<file path="src/ccpcp_pkg.sv">
// Package with register map, fields, modes and reset values for compare/PWM
// Notes on behaviour
// - Compare match register against wide timer once per increment
// - Match drives pin per mode, sets flag
// - Mode codes: off, set, clear, irq, event, PWM
// - Control write zero forces compare latch low
// - Interrupt-only mode leaves pin untouched
// - Special event trigger clears the wide timer
// - Special event trigger also starts conversion
// - Event clear never sets timer overflow flag
// - PWM output with ten-bit duty resolution
// - Control cleared forces PWM latch low
// - Period match clears timer, loads duty, sets pin unless the new duty is zero
// - Postscaler affects only timer interrupt rate
// - Duty is low register plus control bits 5:4
// - Duty double buffered, loaded at period end
// - Pin cleared when duty equals extended timer
// - Duty beyond period keeps output high
// - Prescaler divides by 1, 4 or 16
package ccpcp_pkg;
  localparam logic [7:0] CCPCP_OFS_CONTROL = 8'h00;
  localparam logic [7:0] CCPCP_OFS_DUTY_LOW = 8'h04;
  localparam logic [7:0] CCPCP_OFS_DUTY_HIGH = 8'h08;
  localparam logic [7:0] CCPCP_OFS_PERIOD = 8'h0C;
  localparam logic [7:0] CCPCP_OFS_TIMER_CTRL = 8'h10;
  localparam logic [7:0] CCPCP_OFS_PWM_COUNT = 8'h14;
  localparam logic [7:0] CCPCP_OFS_WIDE_COUNT = 8'h18;
  localparam logic [7:0] CCPCP_OFS_STATUS = 8'h1C;
  localparam logic [7:0] CCPCP_OFS_WIDE_CTRL = 8'h20;
  localparam int CCPCP_MODE_LSB = 0;
  localparam int CCPCP_DLOW_LSB = 4;
  localparam int CCPCP_TON_BIT = 2;
  localparam int CCPCP_POST_LSB = 3;
  localparam int CCPCP_ST_CHAN = 0;
  localparam int CCPCP_ST_WOVF = 1;
  localparam int CCPCP_ST_PWMT = 2;
  localparam logic [7:0] CCPCP_RST_PERIOD = 8'hFF;
  localparam logic [5:0] CCPCP_RST_CONTROL = 6'h00;
  localparam logic [6:0] CCPCP_RST_TIMER_CTRL = 7'h00;
  localparam logic [1:0] CCPCP_QUARTER_LAST = 2'h3;
  localparam logic [3:0] CCPCP_PRE16_LAST = 4'hF;
  localparam logic [3:0] CCPCP_PRE4_LAST = 4'h3;
  typedef enum logic [3:0] {
    CCPCP_M_OFF = 4'b0000,
    CCPCP_M_SET = 4'b1000,
    CCPCP_M_CLR = 4'b1001,
    CCPCP_M_IRQ = 4'b1010,
    CCPCP_M_EVT = 4'b1011
  } ccpcp_mode_t;
endpackage

</file>
<file path="src/ccpcp_prescale.sv">
// Prescaler and quarter-cycle counter for the PWM timer
`timescale 1ns/1ps
`default_nettype none
module ccpcp_prescale
  import ccpcp_pkg::*;
(
  input wire logic clk,
  input wire logic rst,
  input wire logic run,
  input wire logic [1:0] ratio_sel,
  output logic tick,
  output logic [1:0] sub_count
);
  logic [1:0] quarter_r;
  logic [3:0] pre_r;
  logic quarter_end;
  logic pre_end;
  assign quarter_end = (quarter_r == CCPCP_QUARTER_LAST);
  always_comb begin
    unique case (ratio_sel)
      2'h0: pre_end = 1'b1;
      2'h1: pre_end = (pre_r == CCPCP_PRE4_LAST);
      default: pre_end = (pre_r == CCPCP_PRE16_LAST);
    endcase
  end
  // Four clocks per instruction cycle
  always_ff @(posedge clk or posedge rst) begin
    if (rst) begin
      quarter_r <= 2'h0;
    end else begin
      quarter_r <= quarter_r + 2'h1;
    end
  end
  always_ff @(posedge clk or posedge rst) begin
    if (rst) begin
      pre_r <= 4'h0;
    end else if (!run) begin
      pre_r <= 4'h0;
    end else if (quarter_end) begin
      pre_r <= pre_end ? 4'h0 : pre_r + 4'h1;
    end
  end
  assign tick = run && quarter_end && pre_end;
  // Low two bits of the ten-bit time base
  always_comb begin
    unique case (ratio_sel)
      2'h0: sub_count = quarter_r;
      2'h1: sub_count = pre_r[1:0];
      default: sub_count = pre_r[3:2];
    endcase
  end
endmodule
`default_nettype wire

</file>
<file path="src/ccpcp_top.sv">
// Compare and PWM channel with APB register access
//
// The register addresses and the APB interface to the registers were decided locally.
`timescale 1ns/1ps
`default_nettype none
module ccpcp_top
  import ccpcp_pkg::*;
(
  input wire logic CLOCK,
  input wire logic SYS_RST,
  input wire logic PSEL,
  input wire logic PENABLE,
  input wire logic PWRITE,
  input wire logic [7:0] PADDR,
  input wire logic [31:0] PWDATA,
  output logic [31:0] PRDATA,
  output logic PREADY,
  output logic PSLVERR,
  output logic CHANNEL_PIN,
  output logic CONVERT_START
);
  logic [5:0] channel_control_r;
  logic [7:0] match_duty_low_r;
  logic [7:0] match_duty_high_r;
  logic [7:0] pwm_period_register_r;
  logic [6:0] pwm_timer_control_r;
  logic [7:0] pwm_timer_count_r;
  logic [15:0] wide_timer_count_r;
  logic wide_run_r;
  logic [1:0] duty_latch_r;
  logic compare_latch_r;
  logic pwm_latch_r;
  logic pin_r;
  logic convert_r;
  logic channel_irq_flag_r;
  logic wide_timer_overflow_flag_r;
  logic pwm_timer_flag_r;
  logic [3:0] post_r;
  logic [31:0] prdata_r;
  logic wide_tick_r;
  logic [1:0] wide_div_r;
  logic wr_en;
  logic rd_en;
  logic addr_ok;
  logic [3:0] mode;
  logic pwm_mode;
  logic cmp_mode;
  logic match;
  logic special_evt;
  logic period_hit;
  logic pwm_tick;
  logic [1:0] sub_count;
  logic [9:0] duty_buf;
  logic duty_zero;
  logic pwm_clear;
  logic [31:0] rd_mux;

  function automatic logic wsel(input logic [7:0] a, input logic [7:0] o);
    return a == o;
  endfunction

  assign wr_en = PSEL && PENABLE && PWRITE;
  assign rd_en = PSEL && PENABLE && !PWRITE;
  assign mode = channel_control_r[3:0];
  assign pwm_mode = (mode[3:2] == 2'b11);
  assign cmp_mode = (mode[3:2] == 2'b10);
  assign duty_buf = {match_duty_high_r, duty_latch_r};
  assign duty_zero = ({match_duty_low_r, channel_control_r[5:4]} == 10'h000);
  // Duty reached: pin low from the matching quarter-cycle on
  assign pwm_clear = pwm_mode && pwm_timer_control_r[CCPCP_TON_BIT] &&
    (duty_buf == {pwm_timer_count_r, sub_count});

  ccpcp_prescale u_pre (
    .clk(CLOCK),
    .rst(SYS_RST),
    .run(pwm_timer_control_r[CCPCP_TON_BIT]),
    .ratio_sel(pwm_timer_control_r[1:0]),
    .tick(pwm_tick),
    .sub_count(sub_count)
  );

  // Wide timer advances once per instruction cycle
  always_ff @(posedge CLOCK or posedge SYS_RST) begin
    if (SYS_RST) begin
      wide_div_r <= 2'h0;
      wide_tick_r <= 1'b0;
    end else begin
      wide_div_r <= wide_div_r + 2'h1;
      wide_tick_r <= wide_run_r && (wide_div_r == CCPCP_QUARTER_LAST);
    end
  end

  // Match tested once per increment
  assign match = cmp_mode && wide_tick_r &&
    (wide_timer_count_r == {match_duty_high_r, match_duty_low_r});
  assign special_evt = match && (mode == CCPCP_M_EVT);
  assign period_hit = pwm_tick && (pwm_timer_count_r == pwm_period_register_r);

  // Address decode
  always_comb begin
    addr_ok = 1'b1;
    rd_mux = 32'h0000_0000;
    if (wsel(PADDR, CCPCP_OFS_CONTROL)) begin
      rd_mux[5:0] = channel_control_r;
    end else if (wsel(PADDR, CCPCP_OFS_DUTY_LOW)) begin
      rd_mux[7:0] = match_duty_low_r;
    end else if (wsel(PADDR, CCPCP_OFS_DUTY_HIGH)) begin
      rd_mux[7:0] = match_duty_high_r;
    end else if (wsel(PADDR, CCPCP_OFS_PERIOD)) begin
      rd_mux[7:0] = pwm_period_register_r;
    end else if (wsel(PADDR, CCPCP_OFS_TIMER_CTRL)) begin
      rd_mux[6:0] = pwm_timer_control_r;
    end else if (wsel(PADDR, CCPCP_OFS_PWM_COUNT)) begin
      rd_mux[7:0] = pwm_timer_count_r;
    end else if (wsel(PADDR, CCPCP_OFS_WIDE_COUNT)) begin
      rd_mux[15:0] = wide_timer_count_r;
    end else if (wsel(PADDR, CCPCP_OFS_STATUS)) begin
      rd_mux[CCPCP_ST_CHAN] = channel_irq_flag_r;
      rd_mux[CCPCP_ST_WOVF] = wide_timer_overflow_flag_r;
      rd_mux[CCPCP_ST_PWMT] = pwm_timer_flag_r;
      rd_mux[3] = CHANNEL_PIN;
    end else if (wsel(PADDR, CCPCP_OFS_WIDE_CTRL)) begin
      rd_mux[0] = wide_run_r;
    end else begin
      addr_ok = 1'b0;
    end
  end

  // Zero wait-state APB answer
  always_ff @(posedge CLOCK or posedge SYS_RST) begin
    if (SYS_RST) begin
      PREADY <= 1'b0;
      PSLVERR <= 1'b0;
      prdata_r <= 32'h0000_0000;
    end else begin
      PREADY <= PSEL && !PENABLE;
      PSLVERR <= PSEL && !PENABLE && !addr_ok;
      if (PSEL && !PENABLE && !PWRITE) begin
        prdata_r <= rd_mux;
      end
    end
  end
  assign PRDATA = prdata_r;

  logic acc;
  assign acc = PREADY;

  always_ff @(posedge CLOCK or posedge SYS_RST) begin
    if (SYS_RST) begin
      channel_control_r <= CCPCP_RST_CONTROL;
    end else if (acc && wr_en && wsel(PADDR, CCPCP_OFS_CONTROL)) begin
      channel_control_r <= PWDATA[5:0];
    end
  end

  always_ff @(posedge CLOCK or posedge SYS_RST) begin
    if (SYS_RST) begin
      match_duty_low_r <= 8'h00;
    end else if (acc && wr_en && wsel(PADDR, CCPCP_OFS_DUTY_LOW)) begin
      match_duty_low_r <= PWDATA[7:0];
    end
  end

  // High byte is read-only in PWM mode
  always_ff @(posedge CLOCK or posedge SYS_RST) begin
    if (SYS_RST) begin
      match_duty_high_r <= 8'h00;
      duty_latch_r <= 2'h0;
    end else if (pwm_mode) begin
      if (period_hit) begin
        match_duty_high_r <= match_duty_low_r;
        duty_latch_r <= channel_control_r[5:4];
      end
    end else if (acc && wr_en && wsel(PADDR, CCPCP_OFS_DUTY_HIGH)) begin
      match_duty_high_r <= PWDATA[7:0];
    end
  end

  always_ff @(posedge CLOCK or posedge SYS_RST) begin
    if (SYS_RST) begin
      pwm_period_register_r <= CCPCP_RST_PERIOD;
    end else if (acc && wr_en && wsel(PADDR, CCPCP_OFS_PERIOD)) begin
      pwm_period_register_r <= PWDATA[7:0];
    end
  end

  always_ff @(posedge CLOCK or posedge SYS_RST) begin
    if (SYS_RST) begin
      pwm_timer_control_r <= CCPCP_RST_TIMER_CTRL;
    end else if (acc && wr_en && wsel(PADDR, CCPCP_OFS_TIMER_CTRL)) begin
      pwm_timer_control_r <= PWDATA[6:0];
    end
  end

  always_ff @(posedge CLOCK or posedge SYS_RST) begin
    if (SYS_RST) begin
      wide_run_r <= 1'b0;
    end else if (acc && wr_en && wsel(PADDR, CCPCP_OFS_WIDE_CTRL)) begin
      wide_run_r <= PWDATA[0];
    end
  end

  // Wide timer; event clear skips overflow flag
  always_ff @(posedge CLOCK or posedge SYS_RST) begin
    if (SYS_RST) begin
      wide_timer_count_r <= 16'h0000;
    end else if (acc && wr_en && wsel(PADDR, CCPCP_OFS_WIDE_COUNT)) begin
      wide_timer_count_r <= PWDATA[15:0];
    end else if (special_evt) begin
      wide_timer_count_r <= 16'h0000;
    end else if (wide_tick_r) begin
      wide_timer_count_r <= wide_timer_count_r + 16'h0001;
    end
  end

  // PWM timer
  always_ff @(posedge CLOCK or posedge SYS_RST) begin
    if (SYS_RST) begin
      pwm_timer_count_r <= 8'h00;
    end else if (acc && wr_en && wsel(PADDR, CCPCP_OFS_PWM_COUNT)) begin
      pwm_timer_count_r <= PWDATA[7:0];
    end else if (period_hit) begin
      pwm_timer_count_r <= 8'h00;
    end else if (pwm_tick) begin
      pwm_timer_count_r <= pwm_timer_count_r + 8'h01;
    end
  end

  // Postscaler drives only the timer flag
  always_ff @(posedge CLOCK or posedge SYS_RST) begin
    if (SYS_RST) begin
      post_r <= 4'h0;
    end else if (period_hit) begin
      post_r <= (post_r == pwm_timer_control_r[6:3]) ? 4'h0 :
        post_r + 4'h1;
    end
  end

  // Sticky flags: set wins over clear
  always_ff @(posedge CLOCK or posedge SYS_RST) begin
    if (SYS_RST) begin
      channel_irq_flag_r <= 1'b0;
      wide_timer_overflow_flag_r <= 1'b0;
      pwm_timer_flag_r <= 1'b0;
    end else begin
      if (match) begin
        channel_irq_flag_r <= 1'b1;
      end else if (acc && wr_en && wsel(PADDR, CCPCP_OFS_STATUS) &&
                   PWDATA[CCPCP_ST_CHAN]) begin
        channel_irq_flag_r <= 1'b0;
      end
      if (wide_tick_r && !special_evt && (&wide_timer_count_r)) begin
        wide_timer_overflow_flag_r <= 1'b1;
      end else if (acc && wr_en && wsel(PADDR, CCPCP_OFS_STATUS) &&
                   PWDATA[CCPCP_ST_WOVF]) begin
        wide_timer_overflow_flag_r <= 1'b0;
      end
      if (period_hit && (post_r == pwm_timer_control_r[6:3])) begin
        pwm_timer_flag_r <= 1'b1;
      end else if (acc && wr_en && wsel(PADDR, CCPCP_OFS_STATUS) &&
                   PWDATA[CCPCP_ST_PWMT]) begin
        pwm_timer_flag_r <= 1'b0;
      end
    end
  end

  // Compare output latch
  always_ff @(posedge CLOCK or posedge SYS_RST) begin
    if (SYS_RST) begin
      compare_latch_r <= 1'b0;
    end else if (mode == CCPCP_M_OFF) begin
      compare_latch_r <= 1'b0;
    end else if (match && mode == CCPCP_M_SET) begin
      compare_latch_r <= 1'b1;
    end else if (match && mode == CCPCP_M_CLR) begin
      compare_latch_r <= 1'b0;
    end
  end

  // PWM output latch
  always_ff @(posedge CLOCK or posedge SYS_RST) begin
    if (SYS_RST) begin
      pwm_latch_r <= 1'b0;
    end else if (mode == CCPCP_M_OFF) begin
      pwm_latch_r <= 1'b0;
    end else if (pwm_mode && period_hit) begin
      pwm_latch_r <= !duty_zero;
    end else if (pwm_clear) begin
      pwm_latch_r <= 1'b0;
    end
  end

  // Pin and conversion trigger
  always_ff @(posedge CLOCK or posedge SYS_RST) begin
    if (SYS_RST) begin
      pin_r <= 1'b0;
      convert_r <= 1'b0;
    end else begin
      // Clear masks the latch so the high time is not one clock longer
      pin_r <= pwm_mode ? (pwm_latch_r && !pwm_clear) : compare_latch_r;
      convert_r <= special_evt;
    end
  end
  assign CHANNEL_PIN = pin_r;
  assign CONVERT_START = convert_r;
endmodule
`default_nettype wire

</file>
<file path="config.mk">
export PLATFORM = sky130hd
export DESIGN_NAME = ccpcp_top
export DESIGN_NICKNAME = d
export VERILOG_FILES = /design/src/ccpcp_pkg.sv /design/src/ccpcp_prescale.sv /design/src/ccpcp_top.sv
export SDC_FILE = /design/constraint.sdc
export NUM_CORES = 1
export LEC_CHECK = 0
export ABC_AREA = 0
export BUFFER_PORTS_ARGS = -buffer_cell sky130_fd_sc_hd__buf_2
export CAP_MARGIN = 20
export CORE_ASPECT_RATIO = 0.6
export CORE_MARGIN = 3
export CORE_UTILIZATION = 53
export CTS_CLUSTER_SIZE = 10
export DETAILED_ROUTE_END_ITERATION = 6
export GPL_ROUTABILITY_DRIVEN = 0
export HOLD_SLACK_MARGIN = 0.03
export PLACE_DENSITY = 0.85
export SETUP_SLACK_MARGIN = 0.5
export SLEW_MARGIN = 15
export SYNTH_ARGS = -nofsm -noshare
export SYNTH_HDL_FRONTEND = slang
export SYNTH_SLANG_ARGS = --single-unit
</file>
<file path="constraint.sdc">
create_clock -name CLOCK -period 3.25 [get_ports CLOCK]
set_clock_uncertainty 0.1 [all_clocks]
set_input_delay 0.65 -clock CLOCK [delete_from_list [all_inputs] [get_ports CLOCK]]
set_output_delay 0.65 -clock CLOCK [all_outputs]
set_load 0.03 [all_outputs]
</file>
==> out/results.ini <==
[status]
status = finished clean

[floorplanning]
rows = 29
die_w_um = 144
dieArea_um2 = 12900
design.core.area_um2 = 10900
start_util = 0.560
die_y_um = 89.1
ios = 81

[drt]
drt-initial-drc-count = 701
vias = 5202
drcViolationCount = 0
ant_nets = 0
wl_per_cell_um = 21.7
vias_per_cell = 6.54
dr.pass1.iters = 6
wl_um = 17300

[timing]
fmax_mhz = 392
min_period_over_period = 0.785
maxSlewViolCount = 0
rsz0062_at_grt = no
relSlewSlack = 0.441
hold_viol = 0
setup_viol_count_final = 0
period_needed_ns = 2.55
tns_ns = 0
tightestPinTransition_ns = 0.831

[finish]
final_common_cell = dfrtp_1
area_growth_pct = 9.75
layout-drive-gt1-share = 0.221
multiInputGateArea_um2 = 3280
mostFrequentLayoutCells = dfrtp_1, nand2_1, mux2_2, buf_2, xor2_1
fin_nets = 702
num_antenna_cells = 0
nFillCells = 870
regArea_um2 = 2560

[setup_path]
arrival_ns = 2.68
required_ns = 3.38
cp_max_fo = 13
startpoint_type = register
crit_start = wide_timer_count_r[2]
rr_startpoint = wide_timer_count_r[2]
critPathCaptureType = register
criticalPathCategory = register to register

[synthesis]
postSynthRegisterBits = 102
synthCells = 614
synth-main-ff-cell = dfrtp_1
synth.distinct_cells = 62
synth_edf_count = 0
syn_area_per_cell_um2 = 9.93
synth.yosys.seq_area_share = 0.420
async_reset_ff_frac = 1.00
post_synth_instance_area_um2 = 6090
synth_top_area_frac = 0.386
post-synth-top-area-cell = dfrtp_1
yosys_warnings = 0
synth_area_leaders = dfrtp_1, mux2_2, xor2_1

[grt]
grt_max_degree = 103
grt_pass1_wl_um = 26400
grt_pass1_vias = 4912
grt.overflow.total = 0
antenna_found_initial = 0
grtUsageTotal = 0.272

[clocking]
clock_latency_ns = 0.36
postCtsSetupRepairBufs = 0
htreeDepth = 3
root_buffer = clkbuf_16
cts_buffer_depth = 2
holdBufCountCts = 0
numCtsBuffers = 9
tritoncts = yes
clk_transition_reported_paths_ns = 0.07
cts.sinks = 102

[worst_hold_path]
min_path_type = register to register
min_from = wide_div_r[0]

[pwr]
powerDensity_nw_per_um2 = 390
vdd_drop_max_v = 0.000236
power_mw = 2.61
p_leak_nw = 2.98

[placement]
dp_hpwl_um = 12500
port_buffers = 48

[flow_run]
cap_violations = 0

registers in the layout (all words and copies together) (netlist names), 2 cells and up:
| register | count |
|---|---|
| channel_control_r | 6 |
| post_r | 4 |
| u_pre.pre_r | 4 |
| PRDATA | 16 |
| wide_timer_count_r | 16 |
| pwm_timer_count_r | 8 |
| match_duty_high_r | 8 |
| duty_latch_r | 2 |
| pwm_period_register_r | 8 |
| match_duty_low_r | 8 |
| u_pre.quarter_r | 2 |
| pwm_timer_control_r | 7 |
| wide_div_r | 2 |
cell usage after synthesis (7+ instances only):
cell type and count:
dfrtp_1 94, a31oi_1 8, nand3_1 20, inv_1 11, mux2i_1 10, clkbuf_1 26
o21ai_0 28, o31ai_1 20, dfstp_2 8, nand2b_1 13, nor3_1 9, nor2b_1 7
xor2_1 40, and2_1 9, nor4_1 13, and4_1 7, nand2_1 55, nor2_1 35
mux2_2 48, a21oi_1 18, buf_4 16, xnor2_1 10, a22o_1 10, nand4_1 9
cells by family (layout without fill, tap and decap cells):
group           count (synthesis)  after routing  synth area share
compound gates                127            127             0.147
xor+xnor                       50             50            0.0719
fa+ha+maj                       6              6            0.0123
buf+inv                        60             87            0.0523
flops                         102            102             0.420
mux                            58             58             0.105
other cells                     1             16          0.000615
simple gates                  210            210             0.190
cell type report:
class / count / share of cell area
sequential: 102 / 0.383
tap: 139 / 0.0260
timing repair buffer: 60 / 0.0513
clock buffer: 9 / 0.0337
clock inverter: 7 / 0.00954
multi-input combinational: 467 / 0.490
inverter: 11 / 0.00673
where the power goes:
part / internal [mW] / switching [mW]
registers: 1.28 / 0.0251
clock network: 0.537 / 0.529
logic: 0.0685 / 0.166
stage by stage:
step | setup slack, ns | instances | area (um^2) | util | hold slack (ns)
floorplan | 0.854 | 629 | 6150 | - | 0.301
global placement | 0.534 | 779 | 6400 | 0.588 | 0.313
detailed placement | 0.486 | 779 | 6400 | 0.588 | 0.317
CTS | 0.611 | 795 | 6690 | 0.614 | 0.328
global route | 0.599 | 795 | 6690 | 0.614 | 0.358
finish | 0.698 | 795 | 6690 | 0.614 | 0.322
what timing repair did:
| item | 4_1_cts | 5_1_grt |
|---|---|---|
| endpoints found under the setup margin | 0 | 8 |
| gates resized for setup | 0 | 1 |
| hold endpoints to repair | 0 | 0 |
per-layer routing:
metal | part of all wire | GRT usage
met2 | 0.41 | 0.377
met4 | 0.024 | 0.0872
met1 | 0.44 | 0.394
met3 | 0.13 | 0.0999
met5 | 0 | 0
worst max-delay path, cell delays in order, from the launching register on:
cell	delay (ns)
dfrtp_1	0.51
xor2_1	0.20
or4_1	0.56
nor4_2	0.44
and4_2	0.49
o31ai_1	0.13
worst paths after layout:
| check | to | slack [ns] | cells after the start |
|---|---|---|---|
| setup reg to reg | wide_timer_count_r[7] | 0.70 | 5 |
| min in group asynchronous | u_pre.pre_r[3] | 0.34 | 3 |
| hold / removal | wide_div_r[0] | 0.32 | 1 |
| max in group asynchronous | pwm_period_register_r[4] | 2.29 | 3 |
| setup / recovery | wide_timer_count_r[7] | 0.70 | 5 |
| hold reg to reg | wide_div_r[0] | 0.32 | 1 |
Power figures use the tool's default switching activity.
